**src/core/dhwi_params.svh**
```systemverilog
/*
   constants for the dac host write interface: serial frame layout,
   two-wire slave address, burst pointer and sampling figures.
   assumes inclusion by bare name from the design files.
*/
`ifndef DHWI_PARAMS_SVH
`define DHWI_PARAMS_SVH

`define DHWI_FRAME_BITS  24
`define DHWI_BIT_RD      22
`define DHWI_HDR_HI      23
`define DHWI_HDR_LO      14
`define DHWI_CH_HI       20
`define DHWI_CH_LO       16
`define DHWI_SEL_HI      15
`define DHWI_SEL_LO      14
`define DHWI_DAT_HI      13
`define DHWI_DAT_LO      2
`define DHWI_I2C_FIXED   5'h15
`define DHWI_BURST_PTR   8'hff
`define DHWI_LAST_CH     5'h1f
`define DHWI_CLK_KHZ     50000
`define DHWI_I2C_KHZ     400
`define DHWI_I2C_CYC     (`DHWI_CLK_KHZ / `DHWI_I2C_KHZ)
`define DHWI_MIN_SAMPLES 8

`endif

```
**src/core/dhwi_pkg.sv**
```systemverilog
/*
   types of the dac host write interface: write command, pin sample,
   two-wire slave states and the state records of both modules.
   assumes nothing beyond a sv-2012 compiler.
*/
package dhwi_pkg;

   typedef struct packed {
      logic        stb;
      logic        bank;
      logic [4:0]  ch;
      logic [1:0]  sel;
      logic [11:0] data;
   } dhwi_wr_t;

   typedef struct packed {
      logic        its;
      logic        psel;
      logic [1:0]  strap;
      logic        sync_n;
      logic        sclk;
      logic        din;
      logic        scl;
      logic        sda;
      logic        cs_n;
      logic        wr_n;
      logic [4:0]  ch;
      logic [1:0]  sel;
      logic [11:0] db;
   } dhwi_pins_t;

   typedef enum logic [2:0] {
      I_IDLE, I_ADDR, I_PTR, I_DHI, I_DLO, I_SKIP
   } dhwi_i2c_st_t;

   typedef struct packed {
      dhwi_i2c_st_t st;
      logic         scl_q;
      logic         sda_q;
      logic [7:0]   sh;
      logic [3:0]   cnt;
      logic         in_ack;
      logic         oe;
      logic         burst;
      logic [4:0]   ch;
      logic [7:0]   hi;
      dhwi_wr_t     wr;
   } dhwi_i2c_t;

   typedef struct packed {
      dhwi_pins_t  s1;
      dhwi_pins_t  s2;
      logic        sync_q;
      logic        sclk_q;
      logic        wr_q;
      logic [23:0] ish;
      logic [4:0]  icnt;
      logic        pend;
      logic [9:0]  hdr;
      logic [23:0] osh;
      logic        serial_readout_pin;
      logic        sdo_oe;
      logic        sda_out;
      logic [4:0]  rd_ch;
      logic [1:0]  rd_sel;
      dhwi_wr_t    wr;
   } dhwi_top_t;

endpackage : dhwi_pkg

```
**src/core/dhwi_tw_if.sv**
```systemverilog
/*
   link between the core and its two-wire slave: synchronised pins in,
   write commands and the data-line enable out.
   assumes both ends run on the same clock.
*/
`timescale 1ns/1ps
interface dhwi_tw_if;
   import dhwi_pkg::*;
   logic       en;
   logic [1:0] strap;
   logic       scl;
   logic       sda;
   logic       sda_oe;
   dhwi_wr_t   wr;
   modport slave (input en, strap, scl, sda, output sda_oe, wr);
   modport core  (output en, strap, scl, sda, input sda_oe, wr);
endinterface : dhwi_tw_if

```
**src/core/dhwi_core.sv**
```systemverilog
/*
   host write interface of a 32-channel dac: serial frames with
   readback, two-wire slave (submodule) and strobed parallel port.
   assumes an outside register file answers RD_DATA combinationally
   for RD_CH/RD_SEL and consumes one-cycle WR_STB commands.
*/
`timescale 1ns/1ps
`include "dhwi_params.svh"
module dhwi_core import dhwi_pkg::*; #(
   parameter int unsigned FRAME_BITS = `DHWI_FRAME_BITS
) (
   input  wire logic        REF_CLK,
   input  wire logic        RST,
   input  wire logic        INTERFACE_TYPE_SELECT,
   input  wire logic        PROTOCOL_SELECT,
   input  wire logic        ADDRESS_STRAP_HIGH,
   input  wire logic        ADDRESS_STRAP_LOW,
   input  wire logic        SYNC_N,
   input  wire logic        SCLK,
   input  wire logic        DIN,
   output wire logic        SERIAL_READOUT_PIN,
   output wire logic        SERIAL_READOUT_OE,
   input  wire logic        SCL,
   input  wire logic        SDA_IN,
   output wire logic        SDA_OUT,
   output wire logic        SDA_OE,
   input  wire logic        CS_N,
   input  wire logic        WR_N,
   input  wire logic [4:0]  CHANNEL_ADDRESS_BITS,
   input  wire logic        REGISTER_SELECT_HIGH,
   input  wire logic        REGISTER_SELECT_LOW,
   input  wire logic [11:0] DAC_DATA_BITS,
   input  wire logic [11:0] RD_DATA,
   output wire logic [4:0]  RD_CH,
   output wire logic [1:0]  RD_SEL,
   output wire logic        WR_STB,
   output wire logic        WR_BANK,
   output wire logic [4:0]  WR_CH,
   output wire logic [1:0]  WR_SEL,
   output wire logic [11:0] WR_DATA
);
   localparam dhwi_pins_t PIN_IDLE = '{sync_n: 1'b1, scl: 1'b1, sda: 1'b1,
                                      cs_n: 1'b1, wr_n: 1'b1, default: '0};
   localparam logic [4:0] FRAME_LEN = 5'(`DHWI_FRAME_BITS);

   if (FRAME_BITS != `DHWI_FRAME_BITS) begin : g_frame_chk
      $error("only 24-bit serial frames are served");
   end
   if (`DHWI_I2C_CYC < `DHWI_MIN_SAMPLES) begin : g_rate_chk
      $error("clock too slow to sample a 400 kHz bus");
   end

   dhwi_top_t  c;
   dhwi_top_t  next_c;
   dhwi_pins_t p;
   dhwi_pins_t pins;
   logic       spi_en;
   logic       par_en;
   logic       sync_fall;
   logic       sync_rise;
   logic       sclk_rise;
   logic       sclk_fall;
   logic       par_fire;
   logic       frame_ok;
   logic       sdo_ev;
   logic       hdr_msb;
   logic [23:0] word;

   dhwi_tw_if tw ();

   dhwi_i2c u_i2c (
      .clk (REF_CLK),
      .rst (RST),
      .tw  (tw.slave)
   );

   assign pins = '{its: INTERFACE_TYPE_SELECT, psel: PROTOCOL_SELECT,
                   strap: {ADDRESS_STRAP_HIGH, ADDRESS_STRAP_LOW},
                   sync_n: SYNC_N, sclk: SCLK, din: DIN, scl: SCL,
                   sda: SDA_IN, cs_n: CS_N, wr_n: WR_N,
                   ch: CHANNEL_ADDRESS_BITS,
                   sel: {REGISTER_SELECT_HIGH, REGISTER_SELECT_LOW},
                   db: DAC_DATA_BITS};
   assign p         = c.s2;
   assign spi_en    = p.its & ~p.psel;
   assign par_en    = ~p.its;
   assign sync_fall = c.sync_q & ~p.sync_n;
   assign sync_rise = ~c.sync_q & p.sync_n;
   assign sclk_rise = ~c.sclk_q & p.sclk;
   assign sclk_fall = c.sclk_q & ~p.sclk;
   assign par_fire  = par_en & ~c.wr_q & p.wr_n & ~p.cs_n;
   assign frame_ok  = spi_en & sync_rise & (c.icnt == FRAME_LEN);
   assign sdo_ev    = sclk_rise | sync_fall;
   assign hdr_msb   = c.hdr[9];
   // address echo, register value, two trailing zeros
   assign word      = c.pend ? {c.hdr, RD_DATA, 2'b00} : 24'h000000;

   // serial protocol select high hands the pins to the two-wire slave
   assign tw.en    = p.its & p.psel;
   assign tw.strap = p.strap;
   assign tw.scl   = p.scl;
   assign tw.sda   = p.sda;

   assign SERIAL_READOUT_PIN = c.serial_readout_pin;
   assign SERIAL_READOUT_OE  = c.sdo_oe;
   assign SDA_OUT            = c.sda_out;
   assign SDA_OE             = tw.sda_oe;
   assign RD_CH              = c.rd_ch;
   assign RD_SEL             = c.rd_sel;
   assign WR_STB             = c.wr.stb;
   assign WR_BANK            = c.wr.bank;
   assign WR_CH              = c.wr.ch;
   assign WR_SEL             = c.wr.sel;
   assign WR_DATA            = c.wr.data;

   always_comb begin
      next_c = c;
      next_c.s1 = pins;
      next_c.s2 = c.s1;
      next_c.sync_q = p.sync_n;
      next_c.sclk_q = p.sclk;
      next_c.wr_q = p.wr_n;
      next_c.wr.stb = 1'b0;
      next_c.sda_out = 1'b0;
      if (!spi_en) begin
         next_c.icnt = 5'h00;
         next_c.pend = 1'b0;
         next_c.sdo_oe = 1'b0;
      end else begin
         if (sync_fall) begin
            // a pending request is spent by this frame whatever it holds
            next_c.icnt = 5'h00;
            next_c.pend = 1'b0;
            next_c.sdo_oe = 1'b1;
            if (p.sclk) begin
               next_c.serial_readout_pin = word[23];
               next_c.osh = {word[22:0], 1'b0};
            end else begin
               next_c.serial_readout_pin = 1'b0;
               next_c.osh = word;
            end
         end else if (!p.sync_n) begin
            if (sclk_fall && c.icnt < FRAME_LEN) begin
               // bits past the 24th are ignored, not shifted
               next_c.ish = {c.ish[22:0], p.din};
               next_c.icnt = c.icnt + 5'h01;
            end
            if (sclk_rise) begin
               next_c.serial_readout_pin = c.osh[23];
               next_c.osh = {c.osh[22:0], 1'b0};
            end
         end
         if (sync_rise) begin
            next_c.sdo_oe = 1'b0;
         end
         // a short frame reaches neither branch and is dropped
         if (frame_ok) begin
            if (c.ish[`DHWI_BIT_RD]) begin
               next_c.pend = 1'b1;
               next_c.hdr = c.ish[`DHWI_HDR_HI:`DHWI_HDR_LO];
               next_c.rd_ch = c.ish[`DHWI_CH_HI:`DHWI_CH_LO];
               next_c.rd_sel = c.ish[`DHWI_SEL_HI:`DHWI_SEL_LO];
            end else if (c.ish != 24'h000000) begin
               // the all-zero frame only clocks readback out
               next_c.wr.stb = 1'b1;
               next_c.wr.bank = c.ish[`DHWI_HDR_HI];
               next_c.wr.ch = c.ish[`DHWI_CH_HI:`DHWI_CH_LO];
               next_c.wr.sel = c.ish[`DHWI_SEL_HI:`DHWI_SEL_LO];
               next_c.wr.data = c.ish[`DHWI_DAT_HI:`DHWI_DAT_LO];
            end
         end
      end
      if (par_fire) begin
         next_c.wr.stb = 1'b1;
         next_c.wr.bank = 1'b0;
         next_c.wr.ch = p.ch;
         next_c.wr.sel = p.sel;
         next_c.wr.data = p.db;
      end
      if (tw.wr.stb) begin
         next_c.wr = tw.wr;
      end
   end

   always_ff @(posedge REF_CLK) begin
      if (RST) begin
         c <= '0;
         c.s1 <= PIN_IDLE;
         c.s2 <= PIN_IDLE;
         c.sync_q <= 1'b1;
         c.wr_q <= 1'b1;
      end else begin
         c <= next_c;
      end
   end

   a_short_frame: assert property (@(posedge REF_CLK) disable iff (RST)
      spi_en && sync_rise && c.icnt != FRAME_LEN |=> !WR_STB && !c.pend)
      else $error("short serial frame was used");
   a_read_capture: assert property (@(posedge REF_CLK) disable iff (RST)
      frame_ok && c.ish[`DHWI_BIT_RD]
      |=> !WR_STB && c.pend && RD_CH == $past(c.ish[`DHWI_CH_HI:`DHWI_CH_LO])
          && RD_SEL == $past(c.ish[`DHWI_SEL_HI:`DHWI_SEL_LO]))
      else $error("read request not captured");
   a_sdo_edges: assert property (@(posedge REF_CLK) disable iff (RST)
      $changed(SERIAL_READOUT_PIN) |-> $past(sdo_ev))
      else $error("readback bit moved off a rising edge");
   a_first_bit: assert property (@(posedge REF_CLK) disable iff (RST)
      spi_en && sync_fall && c.pend && p.sclk
      |=> SERIAL_READOUT_PIN == $past(hdr_msb) && SERIAL_READOUT_OE)
      else $error("first readback bit missing at sync fall");
   a_rd_word: assert property (@(posedge REF_CLK) disable iff (RST)
      spi_en && sync_fall && c.pend && !p.sclk
      |=> c.osh[23:14] == $past(c.hdr) && c.osh[13:2] == $past(RD_DATA)
          && !c.pend)
      else $error("readback word malformed");
   a_par_write: assert property (@(posedge REF_CLK) disable iff (RST)
      par_fire |=> WR_STB && WR_CH == $past(p.ch) && WR_DATA == $past(p.db)
                   && WR_SEL == $past(p.sel))
      else $error("parallel write not loaded");
   a_par_mode: assert property (@(posedge REF_CLK) disable iff (RST)
      !p.its [*2] |-> !SERIAL_READOUT_OE && !SDA_OE && !c.pend)
      else $error("serial port active in parallel mode");
   a_i2c_only_sda: assert property (@(posedge REF_CLK) disable iff (RST)
      SDA_OE |-> !SDA_OUT && $past(tw.en))
      else $error("data line driven outside two-wire mode");
endmodule : dhwi_core

```
**src/core/dhwi_i2c.sv**
```systemverilog
/*
   receive-only two-wire slave: address match, pointer, data pairs,
   3-byte repeat and burst mode; emits one-cycle write commands.
   assumes scl and sda already pass two flip-flops in the core.
*/
`timescale 1ns/1ps
`include "dhwi_params.svh"
module dhwi_i2c import dhwi_pkg::*; (
   input wire logic clk,
   input wire logic rst,
   dhwi_tw_if.slave tw
);
   dhwi_i2c_t c;
   dhwi_i2c_t next_c;
   logic      rise;
   logic      fall;
   logic      start;
   logic      stop;
   logic      active;
   logic      byte_end;

   // scl is only ever observed, the slave has no drive on it
   assign rise     = tw.scl & ~c.scl_q;
   assign fall     = ~tw.scl & c.scl_q;
   assign start    = tw.scl & c.scl_q & c.sda_q & ~tw.sda;
   assign stop     = tw.scl & c.scl_q & ~c.sda_q & tw.sda;
   assign active   = tw.en && c.st != I_IDLE && c.st != I_SKIP;
   assign byte_end = active && !start && !stop && fall && !c.in_ack
                     && c.cnt == 4'h8;
   assign tw.sda_oe = c.oe;
   assign tw.wr     = c.wr;

   always_comb begin
      next_c = c;
      next_c.wr.stb = 1'b0;
      next_c.scl_q = tw.scl;
      next_c.sda_q = tw.sda;
      if (!tw.en) begin
         next_c.st = I_IDLE;
         next_c.oe = 1'b0;
         next_c.burst = 1'b0;
      end else if (start) begin
         next_c.st = I_ADDR;
         next_c.cnt = 4'h0;
         next_c.in_ack = 1'b0;
         next_c.oe = 1'b0;
         next_c.burst = 1'b0;
      end else if (stop) begin
         // stop ends 3-byte and burst sequences alike
         next_c.st = I_IDLE;
         next_c.oe = 1'b0;
         next_c.burst = 1'b0;
      end else if (active) begin
         if (rise && !c.in_ack) begin
            next_c.sh = {c.sh[6:0], tw.sda};
            next_c.cnt = c.cnt + 4'h1;
         end
         if (fall && c.in_ack) begin
            next_c.oe = 1'b0;
            next_c.in_ack = 1'b0;
            next_c.cnt = 4'h0;
         end else if (byte_end) begin
            next_c.in_ack = 1'b1;
            next_c.oe = 1'b1;
            unique case (c.st)
               I_ADDR: begin
                  if (c.sh == {`DHWI_I2C_FIXED, tw.strap, 1'b0}) begin
                     next_c.st = I_PTR;
                  end else begin
                     // wrong address or read direction: stay off sda
                     next_c.oe = 1'b0;
                     next_c.st = I_SKIP;
                  end
               end
               I_PTR: begin
                  next_c.burst = c.sh == `DHWI_BURST_PTR;
                  next_c.ch = (c.sh == `DHWI_BURST_PTR) ? 5'h00
                                                       : c.sh[4:0];
                  next_c.st = I_DHI;
               end
               I_DHI: begin
                  next_c.hi = c.sh;
                  next_c.st = I_DLO;
               end
               I_DLO: begin
                  next_c.wr.stb = 1'b1;
                  next_c.wr.bank = c.burst ? 1'b0 : c.hi[7];
                  next_c.wr.ch = c.ch;
                  next_c.wr.sel = c.hi[5:4];
                  next_c.wr.data = {c.hi[3:0], c.sh};
                  if (c.burst && c.ch != `DHWI_LAST_CH) begin
                     next_c.ch = c.ch + 5'h01;
                     next_c.st = I_DHI;
                  end else begin
                     next_c.burst = 1'b0;
                     next_c.st = I_PTR;
                  end
               end
               default: next_c.st = I_IDLE;
            endcase
         end
      end
   end

   always_ff @(posedge clk) begin
      if (rst) begin
         c <= '0;
      end else begin
         c <= next_c;
      end
   end

   a_addr_ack: assert property (@(posedge clk) disable iff (rst)
      byte_end && c.st == I_ADDR
      && c.sh == {`DHWI_I2C_FIXED, tw.strap, 1'b0}
      |=> tw.sda_oe && c.st == I_PTR)
      else $error("matching address not acknowledged");
   a_data_ack: assert property (@(posedge clk) disable iff (rst)
      byte_end && c.st != I_ADDR |=> tw.sda_oe ##1 (tw.sda_oe || !tw.en))
      else $error("data byte not acknowledged");
   a_read_dir: assert property (@(posedge clk) disable iff (rst)
      byte_end && c.st == I_ADDR && c.sh[0] |=> !tw.sda_oe && c.st == I_SKIP)
      else $error("read direction answered");
   a_skip_quiet: assert property (@(posedge clk) disable iff (rst)
      c.st == I_SKIP |=> !tw.sda_oe && !c.wr.stb)
      else $error("foreign traffic driven");
   a_burst_start: assert property (@(posedge clk) disable iff (rst)
      byte_end && c.st == I_PTR && c.sh == `DHWI_BURST_PTR
      |=> c.burst && c.ch == 5'h00)
      else $error("burst pointer not at channel zero");
   a_burst_wrap: assert property (@(posedge clk) disable iff (rst)
      byte_end && c.st == I_DLO && c.burst && c.ch == `DHWI_LAST_CH
      |=> !c.burst && c.st == I_PTR && c.wr.stb)
      else $error("burst did not end after last channel");
   a_burst_bank: assert property (@(posedge clk) disable iff (rst)
      byte_end && c.st == I_DLO && c.burst |=> c.wr.stb && !c.wr.bank)
      else $error("bank select honoured in burst");
   a_three_byte: assert property (@(posedge clk) disable iff (rst)
      byte_end && c.st == I_DLO && !c.burst
      |=> c.st == I_PTR && c.wr.stb && c.wr.ch == $past(c.ch))
      else $error("3-byte repeat broken");
endmodule : dhwi_i2c

```
**config.mk**
```make
export PLATFORM = sky130hd
export DESIGN_NAME = dhwi_core
export DESIGN_NICKNAME = d
export VERILOG_FILES = /design/src/core/dhwi_pkg.sv /design/src/core/dhwi_tw_if.sv /design/src/core/dhwi_core.sv /design/src/core/dhwi_i2c.sv
export VERILOG_INCLUDE_DIRS = /design/src /design/src/core
export SDC_FILE = /design/constraint.sdc
export NUM_CORES = 1
export LEC_CHECK = 0
export BUFFER_PORTS_ARGS = -buffer_cell sky130_fd_sc_hd__buf_2
export CAP_MARGIN = 0
export CORE_ASPECT_RATIO = 1.1
export CORE_MARGIN = 10
export CORE_UTILIZATION = 30
export CTS_BUF_LIST = sky130_fd_sc_hd__clkbuf_8
export DETAILED_ROUTE_END_ITERATION = 16
export REMOVE_ABC_BUFFERS = 1
export SETUP_SLACK_MARGIN = 0.05
export SLEW_MARGIN = 20
export SYNTH_ARGS = -nofsm -noshare
export SYNTH_HDL_FRONTEND = slang
export SYNTH_SLANG_ARGS = --single-unit
```
**constraint.sdc**
```tcl
create_clock -name REF_CLK -period 2.5 [get_ports REF_CLK]
set_clock_uncertainty 0.15 [all_clocks]
set_input_delay 0.625 -clock REF_CLK [delete_from_list [all_inputs] [get_ports REF_CLK]]
set_output_delay 0.625 -clock REF_CLK [all_outputs]
set_load 0.05 [all_outputs]
```
==> results_dict.tcl, run 1 <==
set metrics [dict create \
    path_cells "ha_1 > and3_1 > ha_1 > nand4bb_1 > a21oi_4 > nand3_1 > a221oi_1 > nor3_1" \
    netlist_top_cells_area "dfxtp_1 (49%), mux2i_1 (8.0%), nor2b_1 (4.5%)" \
    design.core.area_um2 26900 \
    synthToLayoutAreaGrowth_pct 16.5 \
    cts.sink_count 201 \
    worst_ep_arrival_time_ps 2510 \
    crit_slowest_cell "dfxtp_1" \
    rows 63 \
    ir_worst_vdd_uv 399 \
    synth_area_per_cell_um2 9.71 \
    portBuffers 74 \
    status "completed" \
    hold-worst-slack_ps 129 \
    critPathMaxStageDelay_ps 370 \
    clk_pin_slew_worst_paths_ps 60 \
    final_cells 1279 \
    antennaDiodeCount 0 \
    track_usage 0.109 \
    finalPower_mw 6.54 \
    fillers 2777 \
    slew_viol_final 0 \
    dieArea_um2 34200 \
    grt_pass1_wl_um 30700 \
    period_share 0.911 \
    wire_per_inst_um 14.8 \
    grt_max_degree 68 \
    final_common_cell "dfxtp_1" \
    max_freq_ghz 0.439 \
    ioPinCount 76 \
    synth_top_area_cell "dfxtp_1" \
    rsz0062_at_grt "false" \
    hp-class "in -> reg" \
    cts_buffers 35 \
    path_delay_family "simple AND/OR/NAND/NOR gates" \
    max-cap-violations 0 \
    multi_input_area_um2 3600 \
    clk_latency_ps 530 \
    antenna_found_initial 0 \
    drt_wl_total_um 18900 \
    place_area_um2 8750 \
    fin_nets 947 \
    cpMostUsedCell "ha_1" \
    regArea_um2 4020 \
    powerDensity_nw_per_um2 687 \
    hold_viol 0 \
    h-tree-depth 2 \
    dp_hpwl_um 13100 \
    syn_area_um2 8170 \
    drive_gt1_frac 0.196 \
    p_leak_nw 4.08 \
    cp_max_fo 6 \
    cp-end-kind "flip-flop" \
    synth_cell_types 64 \
    grt_pass1_vias 5928 \
    die_w_um 177 \
    cp-start-kind "flip-flop" \
    ys_seq_area_frac 0.493 \
    async_flop_share 0 \
    yosys_warnings 0 \
    clockBufferDepth 3 \
    synth_top_area_share 0.493 \
    start_util 0.304 \
    dp_slack_ps -47.3 \
    viasPerCell 4.67 \
    fin_area_um2 9520 \
    period_needed_ps 2280 \
    place.gp.congestion 0.791 \
    final_cell_mix "dfxtp_1 (201), buf_2 (73), mux2i_1 (65)" \
    grt_overflow_total 0 \
    layout_setup_ws_ps 222 \
    max_slew_margin 0.468 \
    first_iter_violations 408 \
    synthCells 841 \
    yosys_register_bits 201 \
    critPathKind "reg -> reg" \
    crit_buf_inv 0 \
    crit_required_ps 2730 \
    placedCellCount 1215 \
    synth_edf_count 0 \
    worstMarginPinSlew_ps 795 \
    drc 0 \
    synth_ff_type "dfxtp_1" \
    vias 5978 \
    die_h_um 193 \
    drtAntennaViolNets 0 \
    cts_tree "built" \
    setup_viol 0 \
    first_pass_iters 4 \
    cts_root_buf "clkbuf_8" \
]
## sequential cells by signal, indices dropped and copies added (netlist names), 2 cells and up
name	cells
WR_SEL	2
tw.strap	2
WR_DATA	12
u_i2c.tw.wr	21
u_i2c.c	31
WR_CH	5
c	121
## routing by layer
metal  share of wire  GRT usage  vias up
met2            0.45      0.177      113
met5               0          0        -
met4           0.025     0.0404        0
met1            0.47      0.136     2782
li1                -          -     3047
met3           0.053     0.0308       36
## through the flow
step	setup TNS (ps)	utilization
finish	0	0.354
global route	0	0.354
CTS	0	0.353
detailed placement	-650	0.326
global placement	-229	0.326
floorplan	-23780	-
## path summary, 6_finish.rpt
kind                                                from                  endpoint  slack [ps]  cells after the start
worst max-delay path            u_i2c.c[29]$_SDFFE_PP0P_  u_i2c.c[30]$_SDFFE_PP0P_         220                      8
worst min-delay path                                 SCL         c[150]$_SDFF_PP1_         130                      2
worst min register to register         c[147]$_SDFF_PP1_         c[117]$_SDFF_PP1_         260                      1
worst max register to register  u_i2c.c[29]$_SDFFE_PP0P_  u_i2c.c[30]$_SDFFE_PP0P_         220                      8
## cells in the mapped netlist (3+ instances only)
cell type,number
a21oi_1,31
a22o_1,30
a22oi_1,18
a31oi_1,3
and2_1,3
and3_1,5
and4_1,3
buf_2,10
buf_4,31
clkbuf_1,41
dfxtp_1,201
ha_1,6
inv_1,32
mux2i_1,65
nand2_1,63
nand2b_1,4
nand3_1,17
nand4_1,6
nor2_1,60
nor2b_1,59
nor3_1,7
nor3b_1,3
nor4_1,5
nor4_2,3
o211a_1,23
o21ai_0,25
o221ai_1,22
o31ai_1,3
or2_2,11
or4_1,3
xnor2_1,5
xor2_1,5
## power by group
group	internal, mW	switching [mW]
clock network	1.78	1.28
logic	0.0843	0.119
registers	3.26	0.0209
total	5.12	1.42
## final cells by class
type,count,share of cell area
clock buffer,47,0.0680
tap,357,0.0469
multi-input combinational,523,0.378
inverter,33,0.0130
sequential,201,0.423
timing repair buffer,103,0.0621
clock inverter,15,0.00920
## cells by family after synthesis
family / Yosys count / share of synthesized area
and+or+nand+nor: 268 / 0.179
AOI/OAI and AO/OA: 173 / 0.158
xor gates and xnor gates: 10 / 0.0107
buffers and inverters: 117 / 0.0705
muxes: 65 / 0.0797
adders and majority gates: 6 / 0.00919
DFF: 201 / 0.493
other: 1 / 0.000459
## what timing repair did
| action | in CTS | in global routing |
|---|---|---|
| pin swaps | 1 | 0 |
| resized for setup | 0 | 3 |
| setup buffers | 2 | 0 |
| hold buffers | 0 | 0 |
| gates cloned | 0 | 0 |
| endpoints found under the setup margin | 19 | 12 |
(Power assumes the default switching activity.)
==> inputs of run 2 (changes only) <==
--- a/config.mk
+++ b/config.mk
@@ -14,7 +14,7 @@
 export CTS_BUF_LIST = sky130_fd_sc_hd__clkbuf_8
 export DETAILED_ROUTE_END_ITERATION = 16
 export REMOVE_ABC_BUFFERS = 1
-export SETUP_SLACK_MARGIN = 0.05
+export SETUP_SLACK_MARGIN = 0.4
 export SLEW_MARGIN = 20
 export SYNTH_ARGS = -nofsm -noshare
 export SYNTH_HDL_FRONTEND = slang
==> results_dict.tcl, run 2 (synthesis gave the netlist of run 1 again) <==
set metrics [dict create \
    cts_buffers 35 \
    drtAntennaViolNets 0 \
    top_register "c" \
    period_share 0.833 \
    fillers 2751 \
    rows 63 \
    hold-worst-slack_ps 130 \
    cts_hold_buffers 0 \
    synthToLayoutAreaGrowth_pct 19.5 \
    critPathKind "reg -> reg" \
    slew_viol_final 0 \
    p_int_mw 5.12 \
    cp-end-kind "flip-flop" \
    drc 0 \
    cp_max_fo 4 \
    worstMarginPinSlew_ps 736 \
    viasPerCell 4.70 \
    cts.sink_count 201 \
    power_frac_seq 0.501 \
    max_slew_margin 0.509 \
    worst_ep_arrival_time_ps 2310 \
    period_needed_ps 2080 \
    max-cap-violations 0 \
    cts_root_buf "clkbuf_8" \
    drt_wl_total_um 19400 \
    final_common_cell "dfxtp_1" \
    grt_pass1_vias 5948 \
    clk_latency_ps 530 \
    drive_gt1_frac 0.237 \
    largest_reg_flops 121 \
    ioPinCount 76 \
    first_iter_violations 387 \
    setup_viol 0 \
    vias 6067 \
    rsz0062_at_grt "true" \
    die_h_um 193 \
    regArea_um2 4040 \
    hold_viol 0 \
    cp-start-kind "flip-flop" \
    clkPwrFrac 0.466 \
    switching_power_mw 1.42 \
    multi_input_area_um2 3710 \
    wire_per_inst_um 15.0 \
    die_w_um 177 \
    p_leak_nw 4.19 \
    ir_worst_vdd_uv 399 \
    h-tree-depth 2 \
    portBuffers 74 \
    fin_nets 960 \
    hp-class "in -> reg" \
    clk_pin_slew_worst_paths_ps 60 \
    start_util 0.304 \
    design.core.area_um2 26900 \
    track_usage 0.110 \
    antenna_found_initial 0 \
    place.gp.congestion 0.791 \
    cts_tree "built" \
    dp_hpwl_um 13100 \
    powerDensity_nw_per_um2 670 \
    crit_required_ps 2730 \
    status "completed" \
    clockBufferDepth 3 \
    grt_overflow_total 0 \
    first_pass_iters 4 \
    swShare 0.217 \
    grt_pass1_wl_um 30900 \
    final_cell_mix "dfxtp_1 (194), buf_2 (73), mux2i_1 (65)" \
    max_freq_ghz 0.480 \
    dieArea_um2 34200 \
    finalPower_mw 6.54 \
    combPwrFrac 0.032 \
    fin_util 0.363 \
    antennaDiodeCount 0 \
    grt_max_degree 68 \
]
==> run 2: per-stage QoR <==
step | setup WS (ps) | area [µm²] | cells | TNS [ps]
floorplan | -859 | 7710 | 757 | -23780
global placement | -15.2 | 8750 | 1215 | -229
detailed placement | -47.3 | 8750 | 1215 | -650
CTS | 408 | 9560 | 1280 | 0
global route | 345 | 9760 | 1292 | 0
finish | 417 | 9760 | 1292 | 0
==> run 2: final timing paths <==
check	from	end	slack, ps	depth (start not counted)
max	u_i2c.c[29]$_SDFFE_PP0P_	u_i2c.c[32]$_SDFFE_PP0P_	420	8
min	SCL	c[150]$_SDFF_PP1_	130	2
max reg2reg	u_i2c.c[29]$_SDFFE_PP0P_	u_i2c.c[32]$_SDFFE_PP0P_	420	8
min reg2reg	c[147]$_SDFF_PP1_	c[117]$_SDFF_PP1_	260	1
==> run 2: cell type report <==
class | instances | share of cell area
Sequential cell | 201 | 0.414
Multi-Input combinational cell | 523 | 0.380
Timing Repair Buffer | 116 | 0.0721
Clock buffer | 47 | 0.0663
Tap cell | 357 | 0.0458
Inverter | 33 | 0.0127
Clock inverter | 15 | 0.00898
==> run 2: per-layer routing <==
metal,GRT usage,vias up,share of wire
met4,0.0404,0,0.025
li1,-,3073,-
met3,0.0308,36,0.060
met2,0.178,130,0.46
met5,0,-,0
met1,0.136,2828,0.46
==> run 2: repair_timing <==
| item | 4_1_cts | 5_1_grt |
|---|---|---|
| setup buffers | 3 | 11 |
| cloned | 0 | 1 |
| pin swaps | 4 | 13 |
| setup endpoints to repair | 44 | 78 |
| resized for setup | 17 | 31 |
==> run 2: critical path, stage by stage, from the launching register on <==
cell	delay (ps)
dfxtp_4	360
ha_4	160
and3_4	180
ha_4	150
nand4bb_1	180
a21oi_2	230
nand3_2	170
o21ai_0	250
a21oi_1	100
==> run 2: power groups by stage <==
stage          Combinational [mW]  Clock [mW]  Sequential (mW)
2_1_floorplan              0.0904           0             3.35
3_3_place_gp                0.203           0             3.35
3_5_place_dp                0.204           0             3.35
4_1_cts                     0.208        3.15             3.28
5_1_grt                     0.235        3.31             3.28
6_report                    0.212        3.05             3.28
